==> src/core/alarm_defs.svh <==
// Field positions, reset values and timing counts of the alarm monitor
`ifndef ALARM_DEFS_SVH
`define ALARM_DEFS_SVH

// Alarm bit positions: major group
`define AL_SYNTH_UNLOCK 0
`define AL_SIGNAL 1
`define AL_BACKUP_FAIL 2
`define AL_NO_BACKUP 3
`define AL_POLLING 4
`define AL_RELAY 5
// Minor group
`define AL_LEARN 6
`define AL_BACKUP_TEST 7
`define AL_CONFIG_CHANGED 8
`define AL_RF_LEVEL 9
`define AL_IF_LEVEL 10
// Common group
`define AL_LOGIC_A 11
`define AL_LOGIC_B 12
`define AL_NVM 13
`define AL_EXT_REF 14
`define AL_CTRL_SUPPLY 15
`define AL_SUPPLY_P9 16
`define AL_SUPPLY_P15 17
`define AL_SUPPLY_N15 18
`define AL_COUNT 19

// Reset values
`define MASK_RESET 19'h00000
`define LATCHED_RESET 19'h00000

// Timing: clock rate and the times the counts derive from
`define CLK_HZ 125000000
`define FLASH_PERIOD_MS 1000
`define FLASH_CYCLES (`FLASH_PERIOD_MS * (`CLK_HZ / 1000))
`define REF_QUAL_US 10
`define REF_QUAL_CYCLES (`REF_QUAL_US * (`CLK_HZ / 1000000))
`define NVM_CHECK_MS 100
`define NVM_CHECK_CYCLES (`NVM_CHECK_MS * (`CLK_HZ / 1000))
`define POWERUP_CHECK_CYCLES 16

// Fault log geometry
`define LOG_DEPTH 32
`define STAMP_W 32

`endif

==> src/core/alarm_pkg.sv <==
// Types shared by the alarm monitor and its fault log
package alarm_pkg;

   typedef logic [18:0] alarm_vec_t;

   // Supply rail in-range flags
   typedef struct packed {
      logic ctrl_5v;
      logic p9v;
      logic p15v;
      logic n15v;
   } supply_ok_s;

   // Backup-unit switch conditions
   typedef struct packed {
      logic process_fail;
      logic no_backup;
      logic polling_fail;
      logic relay_mismatch;
   } backup_cond_s;

   // One fault log entry
   typedef struct packed {
      logic [31:0] stamp;
      logic [4:0] alarm_id;
   } log_entry_s;

   // Learn and compatibility test sequence
   typedef enum logic [3:0] {
      LEARN_IDLE = 4'b0001,
      LEARN_CAPTURE = 4'b0010,
      LEARN_TEST = 4'b0100,
      LEARN_DONE = 4'b1000
   } learn_state_e;

endpackage

==> src/core/converter_alarm_monitor.sv <==
// Converter alarm monitor: alarm collection, masking, latching, log and reference select
// Summary of operation
// - Valid external reference selects external source
// - Missing or bad reference falls back internal
// - Alarm status read-only, masks user writable
// - Masked failing alarm still reported, otherwise ignored
// - Synthesizer unlock raises major alarm
// - IF detect fault raises major signal alarm
// - Backup learn/test/config faults flash indicator 1s
// - Learn start runs compatibility test too
// - Compare prime settings against learned settings
// - RF and IF low levels raise minors
// - Power-up logic device readback check alarms
// - Memory readback checked at power-up, periodically
// - No external reference sets activity alarm
// - Each out-of-range supply rail alarms separately
// - Latched copy holds fail after recovery
// - Confirmed clear resets latched alarms no longer active
// - Every unmasked fault onset logged with time stamp while the log has room
// - Erase command empties the fault log
`timescale 1ns/1ns
`include "alarm_defs.svh"
module converter_alarm_monitor
   import alarm_pkg::*;
#(
   parameter int FLASH_CYCLES = `FLASH_CYCLES,
   parameter int NVM_CHECK_CYCLES = `NVM_CHECK_CYCLES,
   parameter int REF_QUAL_CYCLES = `REF_QUAL_CYCLES,
   parameter int LOG_DEPTH = `LOG_DEPTH,
   parameter int CONFIG_W = 32,
   parameter logic [7:0] LOGIC_A_EXPECT = 8'h5a,
   parameter logic [7:0] LOGIC_B_EXPECT = 8'ha5,
   parameter logic [7:0] NVM_EXPECT = 8'h3c
) (
   input wire logic clk,
   input wire logic rst_b,
   // Pins from outside the clock domain
   input wire logic synth_locked,
   input wire logic if_level_low,
   input wire logic rf_level_low,
   input wire logic ref_present,
   input wire logic ref_in_spec,
   input wire supply_ok_s supply_ok,
   input wire backup_cond_s backup_cond,
   input wire logic backup_strap,
   // Same-clock readback buses
   input wire logic [7:0] logic_a_readback,
   input wire logic [7:0] logic_b_readback,
   input wire logic [7:0] nvm_readback,
   // Processor side
   input wire alarm_vec_t alarm_mask,
   input wire logic clear_confirm,
   input wire logic learn_start,
   input wire logic learn_ok,
   input wire logic compat_ok,
   input wire logic [CONFIG_W-1:0] prime_config,
   input wire logic [`STAMP_W-1:0] time_stamp,
   input wire logic log_erase,
   input wire logic [$clog2(LOG_DEPTH)-1:0] log_rd_index,
   output alarm_vec_t active_alarm_set,
   output alarm_vec_t latched_alarm_set,
   output logic summary_fault,
   output logic ext_ref_select,
   output logic switch_fault_indicator,
   output logic backup_unit,
   output logic learn_busy,
   output log_entry_s log_rd_entry,
   output logic [$clog2(LOG_DEPTH):0] log_count,
   output logic log_overflow
);

   localparam int PIN_W = 14;
   localparam int FW = $clog2(FLASH_CYCLES + 1);
   localparam int NW = $clog2(NVM_CHECK_CYCLES + 1);
   localparam int QW = $clog2(REF_QUAL_CYCLES + 1);

   generate
      if (FLASH_CYCLES < 2 || NVM_CHECK_CYCLES < 2 || REF_QUAL_CYCLES < 1) begin : g_bad_cnt
         $error("converter_alarm_monitor counts too small");
      end
      if (CONFIG_W < 1) begin : g_bad_cfg
         $error("converter_alarm_monitor config width must be positive");
      end
   endgenerate

   // Lowest set bit as one-hot
   function automatic alarm_vec_t lowest_onehot(input alarm_vec_t v);
      lowest_onehot = v & (~v + 1'b1);
   endfunction

   // Index of the lowest set bit
   function automatic logic [4:0] lowest_index(input alarm_vec_t v);
      lowest_index = 5'h00;
      for (int i = `AL_COUNT - 1; i >= 0; i--) begin
         if (v[i]) begin
            lowest_index = 5'(i);
         end
      end
   endfunction

   // Two-stage synchroniser for all pin inputs
   logic [PIN_W-1:0] pin_meta;
   logic [PIN_W-1:0] pin_sync;
   wire logic [PIN_W-1:0] pin_raw = {synth_locked, if_level_low, rf_level_low, ref_present,
                                     ref_in_spec, supply_ok, backup_cond, backup_strap};

   always_ff @(posedge clk or negedge rst_b) begin
      if (!rst_b) begin
         pin_meta <= '0;
         pin_sync <= '0;
      end else begin
         pin_meta <= pin_raw;
         pin_sync <= pin_meta;
      end
   end

   // Named views of synchronised pins
   wire logic s_locked = pin_sync[13];
   wire logic s_if_low = pin_sync[12];
   wire logic s_rf_low = pin_sync[11];
   wire logic s_ref_present = pin_sync[10];
   wire logic s_ref_in_spec = pin_sync[9];
   wire supply_ok_s s_supply = pin_sync[8:5];
   wire backup_cond_s s_backup = pin_sync[4:1];
   wire logic s_strap = pin_sync[0];

   // Strap capture once synchroniser has filled after reset release
   logic [1:0] warmup;
   logic strap_taken;

   always_ff @(posedge clk or negedge rst_b) begin
      if (!rst_b) begin
         warmup <= 2'h0;
         strap_taken <= 1'b0;
         backup_unit <= 1'b0;
      end else begin
         if (warmup != 2'h3) begin
            warmup <= warmup + 2'h1;
         end
         if (warmup == 2'h3 && !strap_taken) begin
            strap_taken <= 1'b1;
            backup_unit <= s_strap;
         end
      end
   end

   // Reference qualification: autonomous, no processor input involved
   wire logic ref_good = s_ref_present && s_ref_in_spec;
   logic [QW-1:0] ref_qual;

   always_ff @(posedge clk or negedge rst_b) begin
      if (!rst_b) begin
         ref_qual <= '0;
         ext_ref_select <= 1'b0;
      end else begin
         if (!ref_good) begin
            ref_qual <= '0;
            ext_ref_select <= 1'b0;
         end else if (ref_qual == QW'(REF_QUAL_CYCLES)) begin
            ext_ref_select <= 1'b1;
         end else begin
            ref_qual <= ref_qual + 1'b1;
         end
      end
   end

   // Learn and compatibility test sequence
   learn_state_e learn_state;
   learn_state_e next_learn_state;
   logic [CONFIG_W-1:0] learned_config;
   logic learned_valid;
   logic learn_fail;
   logic test_fail;

   always_comb begin
      next_learn_state = learn_state;
      case (learn_state)
         LEARN_IDLE: begin
            if (learn_start && backup_unit) begin
               next_learn_state = LEARN_CAPTURE;
            end
         end
         LEARN_CAPTURE: next_learn_state = LEARN_TEST;
         LEARN_TEST: next_learn_state = LEARN_DONE;
         LEARN_DONE: next_learn_state = LEARN_IDLE;
         default: next_learn_state = LEARN_IDLE;
      endcase
   end

   always_ff @(posedge clk or negedge rst_b) begin
      if (!rst_b) begin
         learn_state <= LEARN_IDLE;
         learned_config <= '0;
         learned_valid <= 1'b0;
         learn_fail <= 1'b0;
         test_fail <= 1'b0;
         learn_busy <= 1'b0;
      end else begin
         learn_state <= next_learn_state;
         learn_busy <= next_learn_state != LEARN_IDLE;
         if (learn_state == LEARN_CAPTURE) begin
            learned_config <= prime_config;
            learned_valid <= learn_ok;
            learn_fail <= !learn_ok;
         end
         if (learn_state == LEARN_TEST) begin
            test_fail <= !compat_ok;
         end
      end
   end

   // Settings drift against what was learned
   wire logic config_drift = learned_valid && (prime_config != learned_config);

   // Power-up and periodic readback checks
   logic [4:0] powerup_cnt;
   logic powerup_done;
   logic logic_a_bad;
   logic logic_b_bad;
   logic nvm_bad;
   logic [NW-1:0] nvm_cnt;
   wire logic powerup_check = !powerup_done && powerup_cnt == 5'(`POWERUP_CHECK_CYCLES);
   wire logic nvm_period = powerup_done && nvm_cnt == NW'(NVM_CHECK_CYCLES - 1);

   always_ff @(posedge clk or negedge rst_b) begin
      if (!rst_b) begin
         powerup_cnt <= 5'h00;
         powerup_done <= 1'b0;
         logic_a_bad <= 1'b0;
         logic_b_bad <= 1'b0;
         nvm_bad <= 1'b0;
         nvm_cnt <= '0;
      end else begin
         if (!powerup_done) begin
            powerup_cnt <= powerup_cnt + 5'h01;
         end
         if (powerup_check) begin
            powerup_done <= 1'b1;
            logic_a_bad <= logic_a_readback != LOGIC_A_EXPECT;
            logic_b_bad <= logic_b_readback != LOGIC_B_EXPECT;
         end
         if (powerup_check || nvm_period) begin
            nvm_bad <= nvm_readback != NVM_EXPECT;
         end
         nvm_cnt <= (!powerup_done || nvm_period) ? '0 : nvm_cnt + 1'b1;
      end
   end

   // Raw alarm conditions, gathered by group
   alarm_vec_t next_active;
   wire logic bk = backup_unit;

   always_comb begin
      next_active = '0;
      next_active[`AL_SYNTH_UNLOCK] = !s_locked;
      next_active[`AL_SIGNAL] = s_if_low;
      next_active[`AL_BACKUP_FAIL] = bk && s_backup.process_fail;
      next_active[`AL_NO_BACKUP] = bk && s_backup.no_backup;
      next_active[`AL_POLLING] = bk && s_backup.polling_fail;
      next_active[`AL_RELAY] = bk && s_backup.relay_mismatch;
      next_active[`AL_LEARN] = bk && learn_fail;
      next_active[`AL_BACKUP_TEST] = bk && test_fail;
      next_active[`AL_CONFIG_CHANGED] = bk && config_drift;
      next_active[`AL_RF_LEVEL] = s_rf_low;
      next_active[`AL_IF_LEVEL] = s_if_low;
      next_active[`AL_LOGIC_A] = logic_a_bad;
      next_active[`AL_LOGIC_B] = logic_b_bad;
      next_active[`AL_NVM] = nvm_bad;
      next_active[`AL_EXT_REF] = !s_ref_present;
      next_active[`AL_CTRL_SUPPLY] = !s_supply.ctrl_5v;
      next_active[`AL_SUPPLY_P9] = !s_supply.p9v;
      next_active[`AL_SUPPLY_P15] = !s_supply.p15v;
      next_active[`AL_SUPPLY_N15] = !s_supply.n15v;
   end

   // Masking affects only responses, never the reported status
   wire alarm_vec_t unmasked_next = next_active & ~alarm_mask;
   wire alarm_vec_t next_latched = clear_confirm ? next_active
                                                 : (latched_alarm_set | next_active);
   wire logic flash_cause = unmasked_next[`AL_LEARN] || unmasked_next[`AL_BACKUP_TEST]
                            || unmasked_next[`AL_CONFIG_CHANGED];

   // Active, latched and summary status
   always_ff @(posedge clk or negedge rst_b) begin
      if (!rst_b) begin
         active_alarm_set <= '0;
         latched_alarm_set <= `LATCHED_RESET;
         summary_fault <= 1'b0;
      end else begin
         active_alarm_set <= next_active;
         latched_alarm_set <= next_latched;
         summary_fault <= |unmasked_next;
      end
   end

   // Switch fault indicator flashing at the set interval
   logic [FW-1:0] flash_cnt;

   always_ff @(posedge clk or negedge rst_b) begin
      if (!rst_b) begin
         flash_cnt <= '0;
         switch_fault_indicator <= 1'b0;
      end else if (!flash_cause) begin
         flash_cnt <= '0;
         switch_fault_indicator <= 1'b0;
      end else if (flash_cnt == FW'(FLASH_CYCLES - 1)) begin
         flash_cnt <= '0;
         switch_fault_indicator <= !switch_fault_indicator;
      end else begin
         flash_cnt <= flash_cnt + 1'b1;
      end
   end

   // New fault onsets queue one per cycle into the log
   alarm_vec_t prev_active;
   alarm_vec_t pending;
   wire alarm_vec_t onset = next_active & ~prev_active & ~alarm_mask;
   wire alarm_vec_t grant = lowest_onehot(pending);
   wire logic log_wr = |pending;
   log_entry_s log_entry;

   always_comb begin
      log_entry.stamp = time_stamp;
      log_entry.alarm_id = lowest_index(pending);
   end

   always_ff @(posedge clk or negedge rst_b) begin
      if (!rst_b) begin
         prev_active <= '0;
         pending <= '0;
      end else begin
         prev_active <= next_active;
         pending <= (pending & ~grant) | onset;
      end
   end

   // Log store; start-up faults included since onsets count from reset
   fault_log #(
      .DEPTH(LOG_DEPTH)
   ) u_log (
      .clk(clk),
      .rst_b(rst_b),
      .wr_valid(log_wr),
      .wr_entry(log_entry),
      .erase(log_erase),
      .rd_index(log_rd_index),
      .rd_entry(log_rd_entry),
      .count(log_count),
      .overflow(log_overflow)
   );

endmodule

==> src/core/fault_log.sv <==
// Time-stamped fault log store with erase
`timescale 1ns/1ns
`include "alarm_defs.svh"
module fault_log
   import alarm_pkg::*;
#(
   parameter int DEPTH = `LOG_DEPTH
) (
   input wire logic clk,
   input wire logic rst_b,
   input wire logic wr_valid,
   input wire log_entry_s wr_entry,
   input wire logic erase,
   input wire logic [$clog2(DEPTH)-1:0] rd_index,
   output log_entry_s rd_entry,
   output logic [$clog2(DEPTH):0] count,
   output logic overflow
);

   localparam int AW = $clog2(DEPTH);

   generate
      if (DEPTH < 2 || (DEPTH & (DEPTH - 1)) != 0) begin : g_bad_depth
         $error("fault_log depth must be a power of two, at least 2");
      end
   endgenerate

   log_entry_s store [DEPTH];

   // Space left after an erase in the same cycle
   wire logic [AW:0] base_count = erase ? '0 : count;
   wire logic is_full = base_count == (AW+1)'(DEPTH);
   wire logic do_write = wr_valid && !is_full;
   wire logic [AW-1:0] wr_addr = base_count[AW-1:0];

   // Entry storage, no reset needed on the array
   always_ff @(posedge clk) begin
      if (do_write) begin
         store[wr_addr] <= wr_entry;
      end
   end

   // Fill count and overflow flag; a write in the erase cycle is kept
   always_ff @(posedge clk or negedge rst_b) begin
      if (!rst_b) begin
         count <= '0;
         overflow <= 1'b0;
         rd_entry <= '0;
      end else begin
         count <= do_write ? base_count + 1'b1 : base_count;
         overflow <= (overflow && !erase) || (wr_valid && is_full);
         rd_entry <= store[rd_index];
      end
   end

endmodule

==> config.mk <==
export PLATFORM = sky130hd
export DESIGN_NAME = converter_alarm_monitor
export DESIGN_NICKNAME = d
export VERILOG_FILES = /design/src/core/alarm_pkg.sv /design/src/core/converter_alarm_monitor.sv /design/src/core/fault_log.sv
export VERILOG_INCLUDE_DIRS = /design/src /design/src/core
export SDC_FILE = /design/constraint.sdc
export NUM_CORES = 1
export LEC_CHECK = 0
export BUFFER_PORTS_ARGS = -buffer_cell sky130_fd_sc_hd__buf_2
export CAP_MARGIN = 15
export CORE_MARGIN = 2
export CORE_UTILIZATION = 50
export CTS_CLUSTER_SIZE = 14
export DETAILED_ROUTE_END_ITERATION = 8
export GPL_TIMING_DRIVEN = 0
export PLACE_DENSITY = 0.75
export SKIP_CTS_REPAIR_TIMING = 1
export SLEW_MARGIN = 20
export SYNTH_ARGS = -nofsm -noshare
export SYNTH_HDL_FRONTEND = slang
export SYNTH_SLANG_ARGS = --single-unit
==> constraint.sdc <==
create_clock -name clk -period 5 [get_ports clk]
set_clock_uncertainty 0.05 [all_clocks]
set_input_delay 0.75 -clock clk [delete_from_list [all_inputs] [get_ports clk]]
set_output_delay 0.75 -clock clk [all_outputs]
set_load 0.005 [all_outputs]
* Word-level counts from Yosys, hierarchy flattened
Memory sizes are Yosys's and may differ from the RTL's. A register that Yosys moved wholly into a read port is not among the register bits.
Index checks and enable logic that the tools add are counted.
** Storage, ports and cells
- RAM bits :: 1184
- Memories :: 1
- Output and inout bits :: 87
- Input port bits :: 133
- Register bits after elaboration :: 210
** Cells by class
- Reductions and logical operators :: 37
- Bitwise operators :: 11
- Mux-type cells :: 35
- Eq/ne operators :: 18
- Add/subtract/negate cells :: 7
** Memories
- u_log.store :: depth 32, bits a word 37, rd ports 1, clocked after Yosys merged registers in 1, wr ports 1, line fault_log.sv:28 : log_entry_s store [DEPTH];
** Operators by type and width (number)
- bitwise AND 19 bit :: 5
- 2-to-1 mux 5 bit :: 19
- inverter 19 bit :: 4
- 2-to-1 mux 27 bit :: 2
- bitwise OR 19 bit :: 2
- OR reduction 19 bit :: 2
- != test 32 bit :: 1
- adder 27 x 1 -> 27 bit, second input constant :: 1
- equality test 27 bit, second input constant :: 1
- adder 24 x 1 -> 24 bit, second input constant :: 1
- equality test 24 bit, second input constant :: 1
- 2-to-1 mux 24 bit :: 1
- 2-to-1 mux 11 bit :: 2
- adder 19 x 1 -> 19 bit, second input constant :: 1
- 2-to-1 mux 19 bit :: 1
- logical AND 1 bit :: 16
- zero test 1 bit :: 14
- 2-to-1 mux 6 bit :: 2
- one-hot mux 4 bit (3 select lines) :: 1
- adder 11 x 1 -> 11 bit, second input constant :: 1
- equality test 11 bit, second input constant :: 1
- != test 8 x 6 -> 1 bit, second input constant :: 1
- != test 8 x 7 -> 1 bit, second input constant :: 1
- != test 8 bit, second input constant :: 1
- 15 further kinds :: 26

* Logic depth before layout (Yosys ltp)
Gate-level depths: netlist of run 1.
- Depth in word-level cells :: 19
- Mapped depth :: 9

* Modules after synthesis
Synthesis of run 1 repeated with hierarchy kept, for this count alone.
** Second synthesis, totals
- Cells, all modules :: 3382
- Area, all modules :: 55943.7 µm²
** By module, submodules not included
- fault_log :: area each 47371.7 µm², cells each 2647, times used 1
- converter_alarm_monitor :: area each 8572.0 µm², cells each 735, times used 1

* Worst setup path before layout of run 1
OpenSTA, ideal clock, no wires.
- Kind :: input to register
- Start :: input port log_erase
- End :: memory u_log.store[30][0] (netlist bit) (enable)
- Required time :: 4.519 ns
- Setup slack :: 0.891 ns
- Data arrival time :: 3.628 ns
- Cell stages on the path :: 9
- Setup time :: 0.431 ns
- Buffers on the path :: 2
- Cells stage by stage :: clkbuf_1 nor2b_1 inv_1 ha_1 nand4_1 o21a_1 buf_4 nand2_2 nor2_1
** Between the ends
- Cells in the longest elaborated chain, start to end :: 6
** Ends and longest elaborated chain
- start, declared :: line converter_alarm_monitor.sv:58 : input wire logic log_erase,
- 2-to-1 mux 6 bit (*) :: line fault_log.sv:31 : wire logic [AW:0] base_count = erase ? '0 : count;
- equality test 6 bit :: line fault_log.sv:32 : wire logic is_full = base_count == (AW+1)'(DEPTH);
- zero test 1 bit :: line fault_log.sv:33 : wire logic do_write = wr_valid && !is_full;
- logical AND 1 bit :: line fault_log.sv:33
- 2-to-1 mux 1 bit :: line fault_log.sv:38 : if (do_write) begin
- 2-to-1 mux 1 bit (not written as such) :: line fault_log.sv:39 : store[wr_addr] <= wr_entry;
- end, declared :: line fault_log.sv:28
Mark *: on every way between the ends. The rest lies on a longest branch, timed or not.

* Worst setup path after layout of run 1
- Start :: register pending[12]
- End :: memory u_log.store[1][13] (netlist bit) (enable)
** Between the ends
- Cells in the longest elaborated chain, start to end :: 4
** Ends and longest elaborated chain
- start, declared :: line converter_alarm_monitor.sv:316 : alarm_vec_t pending;
- start signal, assigned :: line converter_alarm_monitor.sv:333 : pending <= (pending & ~grant) | onset;
- OR reduction 19 bit :: line converter_alarm_monitor.sv:319 : wire logic log_wr = |pending;
- logical AND 1 bit :: line fault_log.sv:33
- 2-to-1 mux 1 bit :: line fault_log.sv:38
- 2-to-1 mux 1 bit (not written as such) :: line fault_log.sv:39
Every way passes these cells.

==> results.sh, run 1 <==
export IMPL_status="completed"
export IMPL_core_region_area_sq_mm=0.1093
export IMPL_grt_max_degree=109
export IMPL_seq_power_share=0.527
export IMPL_leakage_power_total_nw=22.20
export IMPL_initial_core_util=0.5057
export IMPL_dieArea_sq_mm=0.1132
export IMPL_irDropWorstVdd_uv=298.0
export IMPL_rr_endpoint="u_log.store[1][13]"
export IMPL_layout_cells_most_common_list="edfxtp_1 (1,184), mux4_2 (296), buf_2 (258), dfrtp_1 (245), mux2i_1 (148)"
export IMPL_r2r_cells=7
export IMPL_whs_ns=0.05809
export IMPL_count_of_flip_flops_with_a_built_in_enable_after_synthesis=1184
export IMPL_global_routing_usage_on_met3=0.04325
export IMPL_io_buffers=215
export IMPL_h_tree_depth=4
export IMPL_drcViolationCount=0
export IMPL_grt_busiest_layer="met2"
export IMPL_place_gp_congestion=0.8118
export IMPL_power_net_switching_mw=5.683
export IMPL_post_dp_hpwl_mm=84.10
export IMPL_drt_first_iter_violations=2602
export IMPL_groute_layer_met1_usage=0.2868
export IMPL_clkSlewWorstSetupHoldPaths_ns=0.06
export IMPL_synth_seq_cells=1430
export IMPL_cp_required_ns=5.44
export IMPL_path_delay_family="simple AND/OR/NAND/NOR gates"
export IMPL_drive_above_1_share=0.3072
export IMPL_setup_tns_final_ns=0
export IMPL_crit_type="reg -> reg"
export IMPL_synth_yosys_warnings=0
export IMPL_synthCells=2650
export IMPL_ratio_of_total_power_to_cell_area_mw_per_mm2=400.4
export IMPL_worstPathMaxFanout=21
export IMPL_synth_cell_area_sq_mm=0.05528
export IMPL_max_freq_ghz=0.3058
export IMPL_placementRows=121
export IMPL_leading_cell_type_in_the_layout_fill_and_taps_excluded="edfxtp_1"
export IMPL_p_comb_frac=0.069
export IMPL_critical_path_endpoint_type="flop"
export IMPL_nets=3213
export IMPL_detail_route_first_pass_iterations=7
export IMPL_design_portCount=220
export IMPL_crit_chain="nor4_1 > nand3_1 > o21a_1 > buf_4 > nand2_2 > nor2_4 > buf_12"
export IMPL_route_detailed_vias_per_inst=5.964
export IMPL_whs_endpoint="pin_meta[9]"
export IMPL_relSlewSlack=0.2101
export IMPL_cts_num_sinks=1430
export IMPL_met2_track_demand_over_resource=0.4050
export IMPL_clock_power_share=0.404
export IMPL_critical_path_max_stage_delay_ns=0.86
export IMPL_clkLatencyLatePin_ns=0.75
export IMPL_final_worst_path_cycle_share=0.6540
export IMPL_numCtsBuffers=141
export IMPL_slew_viol_final=0
export IMPL_grt_overflow=0
export IMPL_main_flop_type_after_synthesis="edfxtp_1"
export IMPL_worstSetupStartpointType="flop"
export IMPL_root_buffer="clkbuf_16"
export IMPL_ctsLongestPathBuffers=3
export IMPL_setup_repair_after_global_routing_missed_its_margin="no"
export IMPL_synth_sequential_area_ratio=0.7546
export IMPL_final_period_minus_worst_setup_slack_ns=3.270
export IMPL_setup_viol=0
export IMPL_grt_antenna_before_repair=8
export IMPL_grt_usage=0.2282
export IMPL_grt_pass1_wl_mm=188.1
export IMPL_totalWireLength_mm=127.2
export IMPL_total_via_count_in_the_routed_design=27793
export IMPL_timing_worst_slew_pin_value_ns=1.185
export IMPL_synth_avg_cell_area_sq_um=20.86
export IMPL_internal_power_mw=20.08
export IMPL_die_w_um=336.5
export IMPL_min_path_cells=1
export IMPL_chipHeight_um=336.5
export IMPL_syn_nets=2794
export IMPL_timing_max_cap_violations=0
export IMPL_min_delay_path_class="in -> reg"
export IMPL_synth_cell_types=68
export IMPL_number_of_global_route_vias_before_repair=29444
export IMPL_r2r_slack_ns=1.73
export IMPL_timing_critical_path_buf_inv=2
export IMPL_worst_r2r_startpoint="pending[12]"
export IMPL_critical_path_slowest_cell="nor4_1"
export IMPL_switching_share=0.2206
export IMPL_hold_path_startpoint="ref_in_spec"
export IMPL_arrival_ns=3.71
export IMPL_routed_wire_length_per_instance_um=27.29
export IMPL_postSynth_asyncResetShare=0.1720
export IMPL_timing_hold_violations_final=0
export IMPL_clock_tree_from_tritoncts="built"
export IMPL_route_antenna_remaining_nets=0
export IMPL_area_growth_synth_to_final_pct=16.41
-- area by class of cell --
type | count | area, sq um
Fill cell | 7621 | 44960
Sequential cell | 1430 | 41710
Multi-Input combinational cell | 1076 | 13000
Clock buffer | 194 | 3910
Timing Repair Buffer | 276 | 2404
Tap cell | 1476 | 1847
Buffer | 119 | 758.2
Clock inverter | 60 | 616.8
Inverter | 25 | 93.84
Antenna cell | 4 | 10.01
-- metrics by stage --
stage	instance area, sq um	std cells	setup WS, ns	utilization	total power, mW
after floorplan	55280	2650	0.8906	-	14.81
after global placement	58200	4341	-1.324	0.5325	15.45
after detailed placement	59800	4401	1.129	0.5471	15.62
after CTS	64330	4655	1.770	0.5885	25.93
after global routing	64340	4657	1.636	0.5886	26.50
final	64350	4660	1.730	0.5887	25.76
-- synthesized netlist by cell type, types with 16 or more instances --
master,instances,share of area
a21o_1,18,0.0024
a221oi_2,32,0.0087
a22o_1,37,0.0059
buf_2,44,0.0040
buf_4,17,0.0023
buf_6,22,0.0045
clkbuf_1,28,0.0019
dfrtp_1,245,0.11
edfxtp_1,1184,0.64
inv_1,24,0.0016
mux2_2,36,0.0073
mux2i_1,148,0.027
mux4_2,296,0.12
nand2_1,46,0.0031
nand3_1,29,0.0026
nand4_1,19,0.0022
nor2_1,97,0.0066
nor3_1,39,0.0035
o21ai_0,16,0.0014
xnor2_1,34,0.0054
xor2_1,63,0.010
-- flip-flops by register name, summed over array words and instances (netlist names), 2 cells and up --
register,count
pending,19
u_log.rd_entry,37
nvm_cnt,24
pin_sync,14
latched_alarm_set,19
ref_qual,11
powerup_cnt,5
pin_meta,14
warmup,2
u_log.count,6
learned_config,32
prev_active,18
flash_cnt,27
learn_state,4
u_log.store,1184
-- power groups by stage --
stage	Clock (mW)	Combinational (mW)	Sequential [mW]
2_1_floorplan	0	1.02	13.8
3_3_place_gp	0	1.64	13.8
3_5_place_dp	0	1.80	13.8
4_1_cts	10.5	1.81	13.6
5_1_grt	11.0	1.93	13.6
6_report	10.4	1.79	13.6
-- worst register-to-register path: cells and delay by family, from the launching register on --
family,cells,cell delay [ns]
AO/OA/AOI/OAI,1,0.27
flip-flops,1,0.43
AND/OR/NAND/NOR,4,1.80
buffers and inverters,2,0.45
-- layer usage --
metal	up-vias	wire [um]
met5	-	44
met4	8	2992
met3	223	9048
met2	1210	66820
met1	14688	48260
li1	11664	-
-- cells by family (layout without fill, tap and decap cells) --
| logic type | Yosys count | count (layout) | synth area share |
|---|---|---|---|
| and+or+nand+nor | 327 | 327 | 0.03153 |
| buffers and inverters | 144 | 674 | 0.01541 |
| AOI/OAI and AO/OA | 161 | 161 | 0.02589 |
| adders and majority gates | 11 | 11 | 0.002490 |
| muxes | 480 | 480 | 0.1547 |
| other | 0 | 4 | 0 |
| DFF | 1430 | 1430 | 0.7546 |
| xor gates and xnor gates | 97 | 97 | 0.01537 |
-- how the worst max path moves through the flow --
stage / from / end / slack, ns / cells past startpoint
5_1_grt: pending[12] / u_log.store[1][35] / 1.64 / 7
3_3_place_gp: rst_b / u_log.rd_entry[31] / -1.32 / 1
6_report: pending[12] / u_log.store[1][13] / 1.73 / 7
2_1_floorplan: log_erase / u_log.store[30][0] / 0.89 / 9
4_1_cts: u_log.count[0] / u_log.store[10][10] / 1.77 / 9
3_5_place_dp: log_erase / u_log.store[8][9] / 1.13 / 10
(Power assumes the default switching activity.)
==> inputs of run 2 (changes only) <==
--- a/config.mk
+++ b/config.mk
@@ -13,7 +13,7 @@
 export CTS_CLUSTER_SIZE = 14
 export DETAILED_ROUTE_END_ITERATION = 8
 export GPL_TIMING_DRIVEN = 0
-export PLACE_DENSITY = 0.75
+export PLACE_DENSITY = 0.77
 export SKIP_CTS_REPAIR_TIMING = 1
 export SLEW_MARGIN = 20
 export SYNTH_ARGS = -nofsm -noshare
==> constraint.sdc (replaced) <==
create_clock -name clk -period 3 [get_ports clk]
set_clock_uncertainty 0.05 [all_clocks]
set_input_delay 0.45 -clock clk [delete_from_list [all_inputs] [get_ports clk]]
set_output_delay 0.45 -clock clk [all_outputs]
set_load 0.005 [all_outputs]
==> run 2 against run 1 <==
  * Maximum frequency up 13%
  * Largest power group unchanged
  * Non-clock buffer count up 99
  * Core utilization up 1.3 points
  * Routed wire length up 4.6%
  * First-iteration DRC count up 27%
  * The run now ends with negative hold slack left
==> results.sh, run 2 (synthesis results as in run 1) <==
export IMPL_grt_pass1_wl_mm=191.4
export IMPL_whs_ns=-0.0006307
export IMPL_design_portCount=220
export IMPL_min_path_cells=4
export IMPL_core_region_area_sq_mm=0.1093
export IMPL_post_dp_hpwl_mm=83.65
export IMPL_r2r_cells=8
export IMPL_nFillCells=7473
export IMPL_chipHeight_um=336.5
export IMPL_regMostFlops="u_log.store"
export IMPL_slew_viol_final=0
export IMPL_place_gp_congestion=0.7777
export IMPL_failed_checks="negative hold slack"
export IMPL_timing_worst_slew_pin_value_ns=1.210
export IMPL_clkSlewWorstSetupHoldPaths_ns=0.06
export IMPL_die_w_um=336.5
export IMPL_leading_cell_type_in_the_layout_fill_and_taps_excluded="edfxtp_1"
export IMPL_post_layout_total_power_mw=43.62
export IMPL_placementRows=121
export IMPL_min_delay_path_class="in -> reg"
export IMPL_crit_type="reg -> reg"
export IMPL_timing_max_cap_violations=0
export IMPL_totalWireLength_mm=133.0
export IMPL_setup_viol=0
export IMPL_critical_path_endpoint_type="flop"
export IMPL_drt_first_iter_violations=3302
export IMPL_layout_cells_most_common_list="edfxtp_1 (1,184), mux4_2 (296), buf_2 (259), dfrtp_1 (245), clkbuf_16 (149)"
export IMPL_area_growth_synth_to_final_pct=19.02
export IMPL_route_detailed_vias_per_inst=5.974
export IMPL_total_via_count_in_the_routed_design=28456
export IMPL_grt_antenna_before_repair=8
export IMPL_ratio_of_total_power_to_cell_area_mw_per_mm2=663.1
export IMPL_arrival_ns=3.36
export IMPL_detail_route_first_pass_iterations=5
export IMPL_routed_wire_length_per_instance_um=27.93
export IMPL_grt_max_degree=92
export IMPL_numCtsBuffers=143
export IMPL_grt_usage=0.2333
export IMPL_layout_area_seq_sq_mm=0.04171
export IMPL_root_buffer="clkbuf_16"
export IMPL_route_antenna_remaining_nets=0
export IMPL_clock_tree_from_tritoncts="built"
export IMPL_worstSetupStartpointType="flop"
export IMPL_h_tree_depth=4
export IMPL_relSlewSlack=0.1931
export IMPL_r2r_slack_ns=0.1
export IMPL_io_buffers=215
export IMPL_setup_repair_after_global_routing_missed_its_margin="yes"
export IMPL_nets=3314
export IMPL_leakage_power_total_nw=22.84
export IMPL_cts_num_sinks=1430
export IMPL_drcViolationCount=0
export IMPL_dieArea_sq_mm=0.1132
export IMPL_max_freq_ghz=0.3443
export IMPL_reg_top3="u_log.store x1184, u_log.rd_entry x37, learned_config x32"
export IMPL_cp_required_ns=3.46
export IMPL_multi_input_comb_area_sq_mm=0.01302
export IMPL_final_worst_path_cycle_share=0.9682
export IMPL_setup_tns_final_ns=0
export IMPL_timing_hold_violations_final=1
export IMPL_initial_core_util=0.5057
export IMPL_final_period_minus_worst_setup_slack_ns=2.905
export IMPL_ctsLongestPathBuffers=3
export IMPL_worstPathMaxFanout=14
export IMPL_largest_reg_flops=1184
export IMPL_drive_above_1_share=0.3099
export IMPL_status="complete, but fails checks"
export IMPL_clkLatencyLatePin_ns=0.75
export IMPL_grt_overflow=0
export IMPL_irDropWorstVdd_uv=518.0
export IMPL_number_of_global_route_vias_before_repair=28900
## run 2: cell types whose count changed in the layout (fill, tap and decap cells not counted), moves of 3 or more
| cell | before | now |
|---|---|---|
| clkbuf_1 | 65 | 50 |
| buf_4 | 17 | 22 |
| clkinv_1 | 21 | 35 |
| clkbuf_2 | 0 | 3 |
| dlygate4sd3_1 | 1 | 70 |
| buf_6 | 23 | 26 |
| bufinv_16 | 9 | 12 |
| clkbuf_8 | 14 | 2 |
| clkbuf_16 | 143 | 149 |
| buf_16 | 16 | 28 |
| clkinv_2 | 12 | 22 |
| buf_12 | 43 | 54 |
## run 2: per-stage QoR
stage	cell area (sq um)	hold WS (ns)	instances	setup WS, ns	util
finish	65790	-0.0006307	4763	0.09544	0.6019
global route	65790	0.01104	4762	-0.01871	0.6019
CTS	64750	-0.4978	4672	-0.2547	0.5923
global placement	58280	0.2814	4341	-3.426	0.5332
detailed placement	60100	0.2847	4412	-0.3716	0.5498
floorplan	55360	0.1044	2650	-0.2524	-
## run 2: cell type report
class / count / area share
inverters: 25 / 0.001426
repair buffers: 375 / 0.05625
plain buffers: 119 / 0.01160
clock buffers: 175 / 0.05846
diodes: 2 / 0.00007607
multi-input cells: 1076 / 0.1979
clock inverters: 85 / 0.01223
well taps: 1476 / 0.02807
flip-flops and latches: 1430 / 0.6340
## run 2: worst max-delay path: stages (launching register included)
cell and delay (ns):
dfrtp_1 0.51, nor4_4 0.49, nand3_2 0.33, o21a_1 0.28
buf_4 0.18, nand2_2 0.37, nor2_4 0.07, buf_12 0.19
buf_16 0.16
## run 2: where the power goes
part / leakage [nW] / switching, mW / internal (mW)
sequential: 13.7 / 0.352 / 22.3
clock: 2.27 / 7.57 / 10.2
combinational: 6.86 / 1.86 / 1.34
total: 22.8 / 9.78 / 33.8
## run 2: final timing paths
path | startpoint | to
min in group asynchronous | rst_b | u_log.rd_entry[8]
hold / removal | nvm_readback[1] | nvm_bad
max in group asynchronous | rst_b | u_log.count[4]
hold reg to reg | pin_meta[1] | pin_sync[1]
setup reg to reg | pending[0] | u_log.store[1][31]
setup / recovery | pending[0] | u_log.store[1][31]
## run 2: metal layers
metal / global-route usage / share of wire / up-vias
met5: 0 / 0.00034 / -
met4: 0.06611 / 0.025 / 8
met2: 0.3980 / 0.52 / 1488
met3: 0.05107 / 0.088 / 239
li1: - / - / 11866
met1: 0.3033 / 0.37 / 14855
